<file path="config.mk">
export PLATFORM = sky130hd
export DESIGN_NAME = codec_control_register_map
export DESIGN_NICKNAME = d
export VERILOG_FILES = /design/src/rtl/codec_regs_pkg.sv /design/src/rtl/codec_control_register_map.sv
export VERILOG_INCLUDE_DIRS = /design/src /design/src/rtl
export SDC_FILE = /design/constraint.sdc
export NUM_CORES = 1
export LEC_CHECK = 0
export ABC_AREA = 1
export BUFFER_PORTS_ARGS = -buffer_cell sky130_fd_sc_hd__buf_4
export CAP_MARGIN = 15
export CORE_MARGIN = 2
export CORE_UTILIZATION = 51
export DETAILED_ROUTE_END_ITERATION = 16
export GPL_TIMING_DRIVEN = 0
export PLACE_DENSITY = 0.75
export SKIP_CTS_REPAIR_TIMING = 1
export SLEW_MARGIN = 30
export SYNTH_ARGS = -nofsm -noshare
export SYNTH_HDL_FRONTEND = slang
export SYNTH_SLANG_ARGS = --single-unit
</file>
<file path="constraint.sdc">
create_clock -name clock_i -period 2.8 [get_ports clock_i]
set_input_delay 0.7 -clock clock_i [delete_from_list [all_inputs] [get_ports clock_i]]
set_output_delay 0.7 -clock clock_i [all_outputs]
set_load 0.02 [all_outputs]
</file>
<file path="src/rtl/codec_regs_params.svh">
`ifndef CODEC_REGS_PARAMS_SVH
`define CODEC_REGS_PARAMS_SVH

// register indices, seven bits as carried in the command slot
`define OFS_CAPABILITY 7'h00
`define OFS_MASTER 7'h02
`define OFS_MIC 7'h0E
`define OFS_IRQ_FALL_EN 7'h60
`define OFS_IRQ_STATUS 7'h62
`define OFS_TOUCH 7'h64
`define OFS_CONV_CTL 7'h66
`define OFS_CONV_RESULT 7'h68
`define OFS_FEATURE_1 7'h6A
`define OFS_FEATURE_2 7'h6C
`define OFS_TEST 7'h6E
`define OFS_CLIP 7'h70
`define OFS_UNUSED 7'h7A
`define OFS_VENDOR_1 7'h7C
`define OFS_VENDOR_2 7'h7E

// fixed read value of the capability word and its three flags
`define CAPABILITY_VALUE 16'h02A0
`define POS_RECORD_20BIT 9
`define POS_PLAYBACK_20BIT 7
`define POS_BASS_BOOST 5

// master output level fields and the microphone boost bit
`define POS_OUTPUT_MUTE 15
`define POS_LEFT_ATT_LSB 8
`define POS_RIGHT_ATT_LSB 0
`define ATT_WIDTH 6
`define POS_MIC_BOOST 6

// reset values
`define RST_MASTER 16'h8000
`define RST_MIC 16'h0000
`define RST_ZERO 16'h0000

// implemented bit masks; every other bit reads as zero
`define MASK_MASTER 16'hBF3F
`define MASK_MIC 16'h0040
`define MASK_IRQ 16'hFBFF
`define MASK_TOUCH 16'h3FFF
`define MASK_CONV_CTL 16'h80BF
`define MASK_CONV_RESULT 16'h83FF
`define MASK_FEATURE_1 16'h7FFD
`define MASK_FEATURE_2 16'hFC37
`define MASK_TEST 16'h007F
`define MASK_CLIP 16'hE000

// frame bit positions, counted from the first tag bit
`define BIT_TAG_LAST 8'h0F
`define BIT_SLOT1_FIRST 8'h10
`define BIT_SLOT1_LAST 8'h23
`define BIT_SLOT2_FIRST 8'h24
`define BIT_SLOT2_LAST 8'h37
`define BIT_FRAME_LAST 8'hFF

`endif

</file>
<file path="src/rtl/codec_regs_pkg.sv">
package codec_regs_pkg;

  // stored control words, each already masked to its writable bits
  typedef struct packed {
    logic [15:0] master;
    logic [15:0] mic;
    logic [15:0] irq_fall_en;
    logic [15:0] irq_status;
    logic [15:0] touch;
    logic [15:0] conv_ctl;
    logic [15:0] feature_1;
    logic [15:0] feature_2;
    logic [15:0] test;
    logic [15:0] clip;
  } ctrl_regs_t;

  // read answer carried into the following frame
  typedef struct packed {
    logic valid;
    logic [6:0] addr;
    logic [15:0] data;
  } read_answer_t;

endpackage : codec_regs_pkg

</file>
<file path="src/rtl/codec_control_register_map.sv">
`timescale 1ns/10ps
`default_nettype none
`include "codec_regs_params.svh"

// What this block does
// - any write to the capability word returns every control register to its default.
// - the capability word always reads 0x02A0 and its other bits read zero.
// - capability bit 9 is a constant one flagging a twenty-bit record path.
// - capability bit 7 is a constant one flagging a twenty-bit playback path.
// - capability bit 5 is a constant one flagging bass boost support.
// - the master output level resets to 0x8000, muted with zero attenuation.
// - bits 13 to 8 give left attenuation in 1.5 dB steps, 0 dB down to -94.5 dB.
// - bits 5 to 0 give right attenuation in 1.5 dB steps, 0 dB down to -94.5 dB.
// - the microphone word resets to zero and only bit 6, the 20 dB boost, is writable.
// - reserved and unimplemented bits always read as zero.
// - a read of an unmapped index echoes the index and returns valid zero data.
// - odd indices act as unmapped and never alias onto the even register below.
// - read data goes out in the frame right after the one carrying the request.
module codec_control_register_map
  import codec_regs_pkg::*;
#(
  parameter logic [15:0] VENDOR_WORD_FIRST = 16'h1A2B,  // arbitrary value
  parameter logic [15:0] VENDOR_WORD_SECOND = 16'h3C4D  // arbitrary value
)
(
  input wire logic clock_i,
  input wire logic rst_n_i,
  input wire logic link_bit_clock_i,
  input wire logic link_sync_i,
  input wire logic link_data_out_i,
  input wire logic link_reset_n_i,
  input wire logic [15:0] converter_result_i,
  input wire logic [15:0] irq_event_i,
  input wire logic [15:0] clip_event_i,
  output logic link_data_in_o,
  output ctrl_regs_t ctrl_o
);

  // ----------------------------------------------------------------
  // helpers
  // ----------------------------------------------------------------

  // power-on and register-reset image of all stored words
  // read-only words are not stored, so they need no entry here
  function automatic ctrl_regs_t defaults();
    ctrl_regs_t r;
    r = '0;
    r.master = `RST_MASTER;
    r.mic = `RST_MIC;
    return r;
  endfunction : defaults

  // read multiplexer; full seven-bit compare keeps odd indices unmapped
  // the converter result is read live rather than stored, so it needs no reset
  function automatic logic [15:0] read_word(input logic [6:0] addr, input ctrl_regs_t r,
                                            input logic [15:0] conv);
    logic [15:0] w;
    w = 16'h0000;  // unmapped and odd indices answer zero
    unique case (addr)
      `OFS_CAPABILITY: w = `CAPABILITY_VALUE;
      `OFS_MASTER: w = r.master;
      `OFS_MIC: w = r.mic;
      `OFS_IRQ_FALL_EN: w = r.irq_fall_en;
      `OFS_IRQ_STATUS: w = r.irq_status;
      `OFS_TOUCH: w = r.touch;
      `OFS_CONV_CTL: w = r.conv_ctl;
      `OFS_CONV_RESULT: w = conv & `MASK_CONV_RESULT;
      `OFS_FEATURE_1: w = r.feature_1;
      `OFS_FEATURE_2: w = r.feature_2;
      `OFS_TEST: w = r.test;
      `OFS_CLIP: w = r.clip;
      `OFS_VENDOR_1: w = VENDOR_WORD_FIRST;
      `OFS_VENDOR_2: w = VENDOR_WORD_SECOND;
      default: w = 16'h0000;
    endcase
    return w;
  endfunction : read_word

  // serial bit the device sends at a frame position; only the tag and the
  // first two slots carry anything, every later bit of the frame goes out low
  function automatic logic frame_bit(input logic [7:0] idx, input read_answer_t a);
    logic [15:0] tag;
    logic [19:0] slot1;
    logic [19:0] slot2;
    logic b;
    tag = {1'b1, a.valid, a.valid, 13'h0000};  // device always ready
    slot1 = {1'b0, a.addr, 12'h000};
    slot2 = {a.data, 4'h0};
    b = 1'b0;
    if (idx <= `BIT_TAG_LAST)
    begin
      b = tag[4'(8'd15 - idx)];
    end
    else if (idx <= `BIT_SLOT1_LAST)
    begin
      b = slot1[5'(`BIT_SLOT1_LAST - idx)];
    end
    else if (idx <= `BIT_SLOT2_LAST)
    begin
      b = slot2[5'(`BIT_SLOT2_LAST - idx)];
    end
    return b;
  endfunction : frame_bit

  // ----------------------------------------------------------------
  // pin synchronisers
  // ----------------------------------------------------------------

  // first stage feeds only the second; edges are found on the second
  // the two stages cost about two system clocks of latency, which still leaves
  // the answer bit settled well before the host samples it at the falling edge;
  // a link bit clock faster than about a quarter of the system clock breaks this
  logic [3:0] meta_q, meta_d;
  logic [3:0] stab_q, stab_d;
  logic bclk_prev_q, bclk_prev_d;

  always_comb
  begin
    meta_d = {link_reset_n_i, link_data_out_i, link_sync_i, link_bit_clock_i};
    stab_d = meta_q;
    bclk_prev_d = stab_q[0];
  end

  // clearing to zero keeps the link reset asserted for two clocks after power-on
  always_ff @(posedge clock_i or negedge rst_n_i)
  begin
    if (!rst_n_i)
    begin
      meta_q <= 4'h0;
      stab_q <= 4'h0;
      bclk_prev_q <= 1'b0;
    end
    else
    begin
      meta_q <= meta_d;
      stab_q <= stab_d;
      bclk_prev_q <= bclk_prev_d;
    end
  end

  // edge strobes last one system clock each
  logic bclk_rise;
  logic bclk_fall;
  logic sync_s;
  logic data_s;
  logic link_rst_n_s;

  assign bclk_rise = stab_q[0] & ~bclk_prev_q;
  assign bclk_fall = ~stab_q[0] & bclk_prev_q;
  assign sync_s = stab_q[1];
  assign data_s = stab_q[2];
  assign link_rst_n_s = stab_q[3];

  // ----------------------------------------------------------------
  // frame engine and register file
  // ----------------------------------------------------------------

  ctrl_regs_t regs_q, regs_d;
  read_answer_t pend_q, pend_d;
  read_answer_t tx_q, tx_d;
  logic [7:0] cnt_q, cnt_d;
  logic sync_prev_q, sync_prev_d;
  logic [19:0] shift_q, shift_d;
  logic [2:0] tag_q, tag_d;
  logic cmd_read_q, cmd_read_d;
  logic [6:0] cmd_addr_q, cmd_addr_d;
  logic sdin_q, sdin_d;

  // decoded every cycle, never stored
  logic [7:0] idx;
  logic [19:0] word;
  logic [15:0] wdata;

  // host data is sampled on falling bit clock, answers change on rising
  // the bit counter only moves on a falling edge and snaps back to zero on a fresh
  // sync rise, so a frame cut short by the host is simply restarted by the next one
  always_comb
  begin
    regs_d = regs_q;
    pend_d = pend_q;
    tx_d = tx_q;
    cnt_d = cnt_q;
    sync_prev_d = sync_prev_q;
    shift_d = shift_q;
    tag_d = tag_q;
    cmd_read_d = cmd_read_q;
    cmd_addr_d = cmd_addr_q;
    sdin_d = sdin_q;
    idx = (sync_s & ~sync_prev_q) ? 8'h00 : cnt_q;  // sync rise marks bit zero
    word = {shift_q[18:0], data_s};
    wdata = word[19:4];
    if (bclk_fall)
    begin
      sync_prev_d = sync_s;
      shift_d = word;
      cnt_d = idx + 8'h01;  // wraps after the last frame bit
      if (idx == `BIT_TAG_LAST)
      begin
        tag_d = word[15:13];  // frame, command and data valid
      end
      if (idx == `BIT_SLOT1_LAST)
      begin
        cmd_read_d = word[19];
        cmd_addr_d = word[18:12];
        if (tag_q[2] && tag_q[1] && word[19])
        begin
          // captured now, sent one frame later
          pend_d.valid = 1'b1;
          pend_d.addr = word[18:12];
          pend_d.data = read_word(word[18:12], regs_q, converter_result_i);
        end
      end
      // a write needs all three tag bits, so a read frame never disturbs a word
      if (idx == `BIT_SLOT2_LAST && tag_q == 3'b111 && !cmd_read_q)
      begin
        // unlisted indices, odd ones and read-only words fall through
        unique case (cmd_addr_q)
          `OFS_CAPABILITY: regs_d = defaults();  // any value resets
          `OFS_MASTER: regs_d.master = wdata & `MASK_MASTER;
          `OFS_MIC: regs_d.mic = wdata & `MASK_MIC;
          `OFS_IRQ_FALL_EN: regs_d.irq_fall_en = wdata & `MASK_IRQ;
          `OFS_IRQ_STATUS: regs_d.irq_status = regs_q.irq_status & ~wdata;  // one clears
          `OFS_TOUCH: regs_d.touch = wdata & `MASK_TOUCH;
          `OFS_CONV_CTL: regs_d.conv_ctl = wdata & `MASK_CONV_CTL;
          `OFS_FEATURE_1: regs_d.feature_1 = wdata & `MASK_FEATURE_1;
          `OFS_FEATURE_2: regs_d.feature_2 = wdata & `MASK_FEATURE_2;
          `OFS_TEST: regs_d.test = wdata & `MASK_TEST;
          `OFS_CLIP: regs_d.clip = regs_q.clip & ~wdata;  // one clears
          default: regs_d = regs_q;
        endcase
      end
      if (idx == `BIT_FRAME_LAST)
      begin
        // hand the pending answer to the next frame
        tx_d = pend_q;
        pend_d = '0;
      end
    end
    if (bclk_rise)
    begin
      sdin_d = frame_bit(cnt_q, tx_q);
    end
    // status flags: a fresh event beats a clear in the same cycle
    // so that an event arriving during the host's clear is never lost
    regs_d.irq_status = regs_d.irq_status | (irq_event_i & `MASK_IRQ);
    regs_d.clip = regs_d.clip | (clip_event_i & `MASK_CLIP);
    // link reset pin holds the registers and framing at their defaults
    // it is level sensitive and wins over everything above, events included,
    // so the host sees a clean default image however long it holds the pin
    if (!link_rst_n_s)
    begin
      regs_d = defaults();  // vendor words are constants, so untouched
      pend_d = '0;
      tx_d = '0;
      cnt_d = 8'h00;
      sync_prev_d = 1'b0;
      tag_d = 3'b000;
      sdin_d = 1'b0;
    end
  end

  // registers only; every decision above lives in the combinational process
  always_ff @(posedge clock_i or negedge rst_n_i)
  begin
    if (!rst_n_i)
    begin
      regs_q <= defaults();
      pend_q <= '0;
      tx_q <= '0;
      cnt_q <= 8'h00;
      sync_prev_q <= 1'b0;
      shift_q <= 20'h00000;
      tag_q <= 3'b000;
      cmd_read_q <= 1'b0;
      cmd_addr_q <= 7'h00;
      sdin_q <= 1'b0;
    end
    else
    begin
      regs_q <= regs_d;
      pend_q <= pend_d;
      tx_q <= tx_d;
      cnt_q <= cnt_d;
      sync_prev_q <= sync_prev_d;
      shift_q <= shift_d;
      tag_q <= tag_d;
      cmd_read_q <= cmd_read_d;
      cmd_addr_q <= cmd_addr_d;
      sdin_q <= sdin_d;
    end
  end

  // ----------------------------------------------------------------
  // outputs, straight from flops
  // ----------------------------------------------------------------

  // the whole stored image is exported so the analog side never waits on a read
  // mute, attenuation and boost fields steer the analog paths
  assign ctrl_o = regs_q;
  assign link_data_in_o = sdin_q;

endmodule : codec_control_register_map

`default_nettype wire

</file>
# Word-level counts from Yosys, hierarchy flattened
# Index checks and enable logic that the tools add are counted.
# W data, S select, Z words.
[op_classes]
n_shift = 0
mul = 0
bitwise = 11
addsub = 4
eq_ne = 43
div_mod_pow = 0
reduce_logical = 19
n_lt_le_gt_ge = 6
mux = 41
[ops]
columns = ["cell", "n"]
rows = [
  ["$mux W160", 3],
  ["$pmux W16 S2", 10],
  ["$pmux W16 S14", 1],
  ["$mux W24", 8],
  ["$eq A7 B7 Y1 const B", 19],
  ["$and A16 B16 Y16", 2],
  ["$or A16 B16 Y16", 2],
  ["$ne A3 B1 Y1 const B", 10],
  ["$reduce_and A3 Y1", 9],
  ["$mux W8", 3],
  ["$eq A8 B6 Y1 const B", 2],
  ["$le A8 B6 Y1 const B", 2],
  ["$not A16 Y16", 1],
  ["$eq A7 B2 Y1 const B", 2],
  ["$eq A7 B4 Y1 const B", 2],
  ["$logic_not A7 Y1", 2],
  ["$lt A5 B6 Y1 const B", 2],
  ["$bmux W1 S5", 2],
  ["$mux W1", 10],
  ["$ne A2 B1 Y1 const B", 5],
  ["$mux W3", 3],
  ["$add A8 B1 Y8 const B", 1],
  ["$eq A8 B4 Y1 const B", 1],
  ["$eq A8 B8 Y1 const B", 1],
  ["other kinds (12)", 21],
]
[word_totals]
ramBits = 0
out_inout_bits = 161
regBits = 257
rom_bits = 0
memories = 0
inputBits = 54
latchBits = 0
elab_cells = 150

# Longest topological paths before layout
# Gate-level depths: netlist of the first run.
[logic_depth]
word_depth = 10
mapped_depth = 15
depth_no_buf = 13

# Worst setup path after synthesis of the first run
# No wires, ideal clock.
[synth_timing]
path_type = "reg-to-reg"
from = "register cnt_q[0]"
to = "register tx_q[12] (netlist name)"
required_time_ns = 2.683
setup_slack_ns = 0.701
stages_incl_launch_ff = 16
path_buffers = 3
setup_ns = 0.117
arrival_ns = 1.982
synth_period_minus_slack_ns = 2.099
cell_sequence = "dfrtp_1 -> inv_1 -> clkbuf_1 -> nor2_1 -> ha_1 -> inv_1 -> nor2_4 -> nand2_2 -> inv_2 -> nand2_1 -> nand2_2 -> nand2_2 -> buf_6 -> buf_4 -> nand2_1 -> nand2_1"
[synth_between]
elab_chain_len = 4
[synth_lines]
columns = ["element", "line", "source"]
rows = [
  ["start, declared", "codec_control_register_map.sv:161", "logic [7:0] cnt_q, cnt_d;"],
  ["start signal, assigned", "codec_control_register_map.sv:283", "cnt_q <= cnt_d;"],
  ["$mux W8", "codec_control_register_map.sv:189", "idx = (sync_s & ~sync_prev_q) ? 8'h00 : cnt_q;"],
  ["$eq A8 B8 Y1 (no source line)", "-", ""],
  ["$ne A2 B1 Y1 (no source line)", "-", ""],
  ["$reduce_and A2 Y1 (no source line)", "-", ""],
  ["end signal, assigned", "codec_control_register_map.sv:282", "tx_q <= tx_d;"],
  ["end, declared", "codec_control_register_map.sv:160", "read_answer_t tx_q, tx_d;"],
]
# No other way between the ends.
# A chain may end at the register's enable or synchronous reset.

# Worst setup path after layout of the first run
[layout_timing]
from = "register shift_q[15]"
to = "register pend_q[7] (netlist name)"
[layout_between]
elab_chain_len = 7
word_cells_on_any_way = 20
classes_between = "13 x eq/ne; 6 x mux; 1 x reduce/logical"
[layout_lines]
columns = ["element", "line", "source"]
rows = [
  ["start, declared", "codec_control_register_map.sv:163", "logic [19:0] shift_q, shift_d;"],
  ["start signal, assigned", "codec_control_register_map.sv:285", "shift_q <= shift_d;"],
  ["$eq A7 B7 Y1, or another cell as far along", "codec_control_register_map.sv:59", "unique case (addr)"],
  ["$pmux W16 S14 (*)", "codec_control_register_map.sv:59", ""],
  ["$mux W24 (*)", "codec_control_register_map.sv:205", "if (tag_q[2] && tag_q[1] && word[19])"],
  ["$mux W24 (*)", "codec_control_register_map.sv:201", "if (idx == `BIT_SLOT1_LAST)"],
  ["$mux W24 (*)", "codec_control_register_map.sv:232", "if (idx == `BIT_FRAME_LAST)"],
  ["$mux W24 (*)", "codec_control_register_map.sv:192", "if (bclk_fall)"],
  ["$mux W24 (*)", "codec_control_register_map.sv:250", "if (!link_rst_n_s)"],
  ["end signal, assigned", "codec_control_register_map.sv:281", "pend_q <= pend_d;"],
  ["end, declared", "codec_control_register_map.sv:159", "read_answer_t pend_q, pend_d;"],
]
# Every way passes the cells marked *; elsewhere a longest branch is shown, timed or not. The select of a mux whose other input is x is not followed.

==> summary.md, run 1 <==
| Metric | Value |
|---|---|
| Outcome | `completed` |
| Most frequent cells in the layout | `580 x nand2_1, 211 x dfrtp_1, 200 x buf_4` |
| Sequential-to-total area share from yosys stat | `0.480` |
| Die height | `151 um` |
| Largest family of logic cells by synthesized area | `simple AND/OR/NAND/NOR gates` |
| Ratio of cells with drive above 1 in the final layout | `0.185` |
| Vias in the first global route | `10500` |
| CP max stage delay | `0.67 ns` |
| Die Wd | `151 um` |
| Final Non-Filler Cells | `2010` |
| Switching power share of the total | `0.274` |
| Synth Area in Simple Gates | `0.362` |
| CP Class | `reg -> reg` |
| # fillers | `1986` |
| CTS buffer count | `24` |
| WHS | `0.0879 ns` |
| Antenna cell count | `0` |
| Multi-input gate area | `4890 sq um` |
| Internal power | `5.25 mW` |
| Worst skew pair latency | `0.53 ns` |
| Final Setup Violations | `0` |
| Most common cell after layout, fill and taps aside | `nand2_1` |
| Max-Slew Margin vs Limit | `0.471` |
| Critical Path AT | `3.11 ns` |
| Largest net degree at the start of global routing | `83` |
| Post-route setup slack | `0.143 ns` |
| Most Frequent Cell on Critical Path | `nand2_1` |
| Core footprint | `21200 sq um` |
| Pwr dens | `534 nW/um^2` |
| Number of synthesized register bits | `212` |
| Multiplexer area fraction after synthesis | `0` |
| Final Hold Viols | `0` |
| Final net count | `1776` |
| Data required, critical path | `3.26 ns` |
| Setup crit start kind | `flip-flop` |
| Post-synth EDFFs | `0` |
| Post-Route WL | `38.9 mm` |
| Asr flop ratio synth | `1.00` |
| Combinational fraction of design power | `0.117` |
| DP Cell Count | `1969` |
| Number of port buffers | `150` |
| Die Area | `22900 sq um` |
| Initial antenna violation count | `0` |
| Sequential Power Share | `0.448` |
| Finished Core Util | `0.641` |
| CP max stage cell | `nor2_1` |
| CTS clk-pin slew, worst paths | `0.06 ns` |
| Pre-CTS setup slack | `-0.156 ns` |
| Crit. End Element | `flip-flop` |
| Post-Synth XOR/XNOR Area | `0` |
| Synth Area in Adders | `0.00339` |
| Top Ports | `215` |
| Worst-path maximum fanout | `10` |
| Max-cap violations | `0` |
| Final worst-path cycle share | `0.949` |
| FF/Latch Area | `5310 sq um` |
| Initial Util | `0.523` |
| Clock power share | `0.434` |
| GRT overflow | `0` |
| # H-tree levels | `1` |
| LEAKAGE | `7.24 nW` |
| Critical path cell sequence | `inv_1 -> nand3_2 -> nor2_1 -> buf_2 -> nand2_1 -> nand3_1 -> nor2_1 -> nand2_1 -> nand2_1 -> nand2_1` |
| Fmax | `0.376 GHz` |
| CTS tree | `built` |
| DR pass1 iterations | `6` |
| Post-route DRC | `0` |
| Vias | `11200` |
| GR Util All Layers | `0.343` |
| Compound-gate portion of the synthesized area | `0.0595` |
| Vias per std cell | `5.56` |
| Global-route wire length before repair | `58.8 mm` |
| RSZ-0062 raised after global routing | `no` |
| Synthesis Warnings | `0` |
| Max-slew violations | `0` |
| CTS Sinks | `212` |
| Synth cell types | `35` |
| Setup_tns | `0 ns` |
| Post-Syn Area | `11100 sq um` |
| Avg WL per Cell | `19.4 um` |
| Initial DRC count | `1052` |
| Mapped Cells | `1498` |
| Sw Pwr | `1.99 mW` |
| Main flop type after synthesis | `dfrtp_1` |
| Area growth, synth to finish | `22.6%` |
| Post-DP HPWL | `28.9 mm` |
| Peak supply drop | `0.409 mV` |
| Syn avg cell area | `7.38 sq um` |
| Row count | `53` |
| Worst hold path class | `in -> async` |
| Gpl congestion | `1.01` |
| Post-layout min period | `2.66 ns` |
| Pin slew with the least headroom to its limit | `0.791 ns` |
| Root Driver | `clkbuf_16` |
| Clk_skew | `0.0190 ns` |
| Clock Path Buffers | `3` |
| Antenna Nets Post-Route | `0` |
==> final timing paths <==
| kind | slack [ns] | endpoint | start | depth (start not counted) |
|---|---|---|---|---|
| worst min register to register | 0.35 | stab_q[1]$_DFF_PN0_ | meta_q[1]$_DFF_PN0_ | 0 |
| max in group asynchronous | 1.92 | ctrl_o[80]$_DFFE_PN0P_ | rst_n_i | 2 |
| worst max-delay path | 0.14 | pend_q[7]$_DFFE_PN0P_ | shift_q[15]$_DFFE_PN0P_ | 10 |
| min in group clock_i | 0.28 | meta_q[0]$_DFF_PN0_ | link_bit_clock_i | 1 |
| worst min-delay path | 0.09 | cnt_q[4]$_DFFE_PN0P_ | rst_n_i | 1 |
| worst max register to register | 0.14 | pend_q[7]$_DFFE_PN0P_ | shift_q[15]$_DFFE_PN0P_ | 10 |
==> critical path, delay by kind of cell (launching register included) <==
| kind | cells | cell delay (ns) |
|---|---|---|
| simple gates | 8 | 1.45 |
| buf+inv | 2 | 0.67 |
| flops | 1 | 0.46 |
==> metal layers <==
layer / GRT usage / wire length, um
met4: 0.152 / 1890
met2: 0.552 / 18200
met5: 0 / 0
met3: 0.0660 / 3820
met1: 0.450 / 15100
==> registers in the layout (all words and copies together), names as in the netlist, 4 cells and up <==
register,count
tx_q,24
cmd_addr_q,7
stab_q,4
shift_q,19
pend_q,24
ctrl_o,115
meta_q,4
cnt_q,8
==> final cells by class <==
cell class,count,share of cell area
multi-input combinational,1124,0.361
sequential,212,0.391
tap,275,0.0254
inverter,102,0.0282
clock buffer,35,0.0555
buffer,103,0.0490
timing repair buffer,152,0.0876
clock inverter,7,0.00258
==> synthesized netlist by cell type, types with 10 or more instances <==
master | n | area [sq um]
buf_4 | 51 | 383
o21ai_0 | 68 | 340
nor2_1 | 120 | 450
nand2_1 | 581 | 2180
dfrtp_1 | 211 | 5280
nor3_1 | 15 | 75.1
inv_1 | 94 | 353
o21ai_1 | 14 | 70.1
buf_2 | 25 | 125
clkbuf_1 | 16 | 60.1
nand3_1 | 179 | 896
a21oi_1 | 32 | 160
nand4_1 | 19 | 119
nand2_2 | 10 | 62.6
==> logic make-up after synthesis <==
| family | Yosys count |
|---|---|
| fa+ha+maj | 3 |
| compound gates | 125 |
| buf+inv | 206 |
| other cells | 1 |
| flops | 212 |
| simple gates | 951 |
==> power groups by stage <==
stage	registers (mW)	clock network, mW	logic, mW
after floorplan	3.30	0	0.446
after global placement	3.29	0	0.804
after detailed placement	3.30	0	0.823
after CTS	3.24	3.14	0.828
after global routing	3.25	3.29	0.911
final	3.24	3.14	0.849
==> per-stage QoR <==
stage               area [sq um]  power (mW)
CTS                        13600        7.21
global route               13600        7.45
global placement           12700        4.10
finish                     13600        7.24
floorplan                  11200        3.75
detailed placement         12800        4.12
(Power assumes the default switching activity.)
==> run 2: changes to the inputs <==
--- a/config.mk
+++ b/config.mk
@@ -10,4 +10,5 @@
 export BUFFER_PORTS_ARGS = -buffer_cell sky130_fd_sc_hd__buf_4
 export CAP_MARGIN = 15
+export CORE_ASPECT_RATIO = 1.25
 export CORE_MARGIN = 2
 export CORE_UTILIZATION = 51
==> constraint.sdc (replaced) <==
create_clock -name clock_i -period 2.8 [get_ports clock_i]
set_input_delay 0.14 -clock clock_i [delete_from_list [all_inputs] [get_ports clock_i]]
set_output_delay 0.14 -clock clock_i [all_outputs]
set_load 0.02 [all_outputs]
==> run 2 against run 1 <==
Effect of this change:
- sequential power is essentially flat
- routed wire length is 1.5% higher
- count of clock-buffer cells in the layout decreased by 3
- critical endpoint is now ctrl_o[103]$_DFF_PN0_
- clock skew fell by 0.0035 ns
- global-route usage grew 0.18 points
- setup slack worse by 0.049 ns
- combinational power increased by 3.2%
- cell count grew 1.3%
- sequential share of layout area is 0.50 points lower
- largest cell class unchanged
- critical path type unchanged
- final area rose by 1.3%
- first-iteration DRC count grew 0.76%
==> summary.md, run 2 (synthesis gave the netlist of run 1 again) <==
| Metric | Value |
|---|---|
| Post-layout min period | `2.71 ns` |
| Worst-path maximum fanout | `10` |
| Critical path cell sequence | `clkinvlp_4 -> nor2_1 -> ha_1 -> inv_1 -> nor2_4 -> nand2_2 -> nor2_8 -> clkbuf_4 -> nand3_1 -> a21oi_1 -> nor2_1` |
| Gpl congestion | `1.01` |
| Finished Core Util | `0.642` |
| Row count | `60` |
| CTS clk-pin slew, worst paths | `0.06 ns` |
| DP Cell Count | `1973` |
| Worst skew pair latency | `0.51 ns` |
| CP Launch Point | `cnt_q[0]$_DFFE_PN0P_` |
| Die Wd | `136 um` |
| Post-route setup slack | `0.0935 ns` |
| Internal power | `5.16 mW` |
| Die height | `169 um` |
| Data required, critical path | `3.17 ns` |
| Post-route DRC | `0` |
| Final Cell Area | `13700 sq um` |
| Final Hold Viols | `0` |
| R2R cell count | `11` |
| WHS | `0.0482 ns` |
| LEAKAGE | `7.30 nW` |
| CTS Sinks | `212` |
| Max-cap violations | `0` |
| Final worst-path cycle share | `0.967` |
| Core footprint | `21400 sq um` |
| GR Util All Layers | `0.344` |
| Critical Path AT | `3.08 ns` |
| Antenna cell count | `0` |
| Avg WL per Cell | `19.4 um` |
| Crit Reg-Reg Startpoint | `cnt_q[0]$_DFFE_PN0P_` |
| CP max stage delay | `0.49 ns` |
| Peak supply drop | `0.439 mV` |
| Clk_skew | `0.0155 ns` |
| Crit. End Element | `flip-flop` |
| Fmax | `0.369 GHz` |
| CP max stage cell | `dfrtp_1` |
| Post-Route WL | `39.5 mm` |
| Clock power share | `0.416` |
| Clock Path Buffers | `3` |
| Pre-CTS setup slack | `-0.0419 ns` |
| Most Frequent Cell on Critical Path | `nor2_1` |
| GRT overflow | `0` |
| Vias in the first global route | `10500` |
| Combinational fraction of design power | `0.124` |
| Max-slew violations | `0` |
| Top Ports | `215` |
| Critical R2R Capture | `ctrl_o[103]$_DFF_PN0_` |
| CP Class | `reg -> reg` |
| Final Non-Filler Cells | `2036` |
| Ratio of cells with drive above 1 in the final layout | `0.179` |
| # fillers | `1973` |
| Sequential Power Share | `0.460` |
| Vias per std cell | `5.53` |
| Initial antenna violation count | `0` |
| Crit path to | `ctrl_o[103]$_DFF_PN0_` |
| Initial DRC count | `1060` |
| Switching power share of the total | `0.269` |
| Initial Util | `0.517` |
| Setup crit start kind | `flip-flop` |
| Max reg flops | `115` |
| Area growth, synth to finish | `24.2%` |
| Outcome | `completed` |
| Worst hold path class | `in -> reg` |
| Sw Pwr | `1.90 mW` |
| Post-DP HPWL | `29.5 mm` |
| Antenna Nets Post-Route | `0` |
| Final net count | `1802` |
| Largest net degree at the start of global routing | `86` |
| Pwr dens | `513 nW/um^2` |
| Most frequent cells in the layout | `580 x nand2_1, 211 x dfrtp_1, 204 x buf_4` |
| R2R Setup Slk | `0.09 ns` |
| Vias | `11300` |
| Pin slew with the least headroom to its limit | `0.980 ns` |
| CTS buffer count | `22` |
| CTS tree | `built` |
| Root Driver | `clkbuf_16` |
| DR pass1 iterations | `5` |
| Die Area | `22900 sq um` |
| Max-Slew Margin vs Limit | `0.342` |
| Most common cell after layout, fill and taps aside | `nand2_1` |
| Number of port buffers | `150` |
| Placed instance area | `12800 sq um` |
| Global-route wire length before repair | `59.3 mm` |
| Final Setup Violations | `0` |
| # H-tree levels | `1` |
-- run 2: cell type report --
type | instances | area (sq um) | area share
plain buffers | 103 | 664 | 0.0484
repair buffers | 180 | 1450 | 0.106
flip-flops and latches | 212 | 5310 | 0.386
clock buffers | 32 | 629 | 0.0458
clock inverters | 4 | 70.1 | 0.00510
well taps | 279 | 349 | 0.0254
multi-input cells | 1124 | 4880 | 0.355
inverters | 102 | 387 | 0.0281
-- run 2: critical path, delay by kind of cell, from the launching register on --
family | cells | cell delay (ns)
simple gates | 6 | 1.03
compound gates | 1 | 0.20
fa+ha+maj | 1 | 0.24
flops | 1 | 0.49
buf+inv | 3 | 0.61
-- run 2: how the worst min path moves through the flow --
stage / from / cells past startpoint / to / slack (ns)
floorplan: rst_n_i / 0 / bclk_prev_q$_DFF_PN0_ / -0.16
global placement: link_bit_clock_i / 1 / meta_q[0]$_DFF_PN0_ / 0.25
detailed placement: rst_n_i / 1 / ctrl_o[3]$_DFFE_PN0P_ / 0.16
CTS: rst_n_i / 1 / ctrl_o[3]$_DFFE_PN0P_ / -0.37
global route: converter_result_i[8] / 7 / pend_q[8]$_DFFE_PN0P_ / 0.14
finish: converter_result_i[15] / 7 / pend_q[15]$_DFFE_PN0P_ / 0.05
-- run 2: per-stage QoR --
step | TNS [ns] | power, mW
2_1_floorplan | 0 | 3.75
3_3_place_gp | -0.0413 | 4.09
3_5_place_dp | -0.221 | 4.12
4_1_cts | -0.544 | 7.01
5_1_grt | -0.0444 | 7.26
6_report | 0 | 7.05
-- run 2: layer usage --
metal | track usage | routed length, um | part of all wire | vias up
met4 | 0.250 | 3250 | 0.082 | 0
li1 | - | - | - | 5177
met1 | 0.432 | 14300 | 0.36 | 5239
met5 | 0 | 0 | 0 | -
met3 | 0.0491 | 3700 | 0.094 | 157
met2 | 0.543 | 18200 | 0.46 | 690
-- run 2: power groups by stage --
stage          registers, mW  clock network (mW)  logic, mW
2_1_floorplan           3.30                   0      0.446
3_3_place_gp            3.29                   0      0.801
3_5_place_dp            3.29                   0      0.822
4_1_cts                 3.24                2.94      0.825
5_1_grt                 3.25                3.07      0.945
6_report                3.25                2.93      0.876
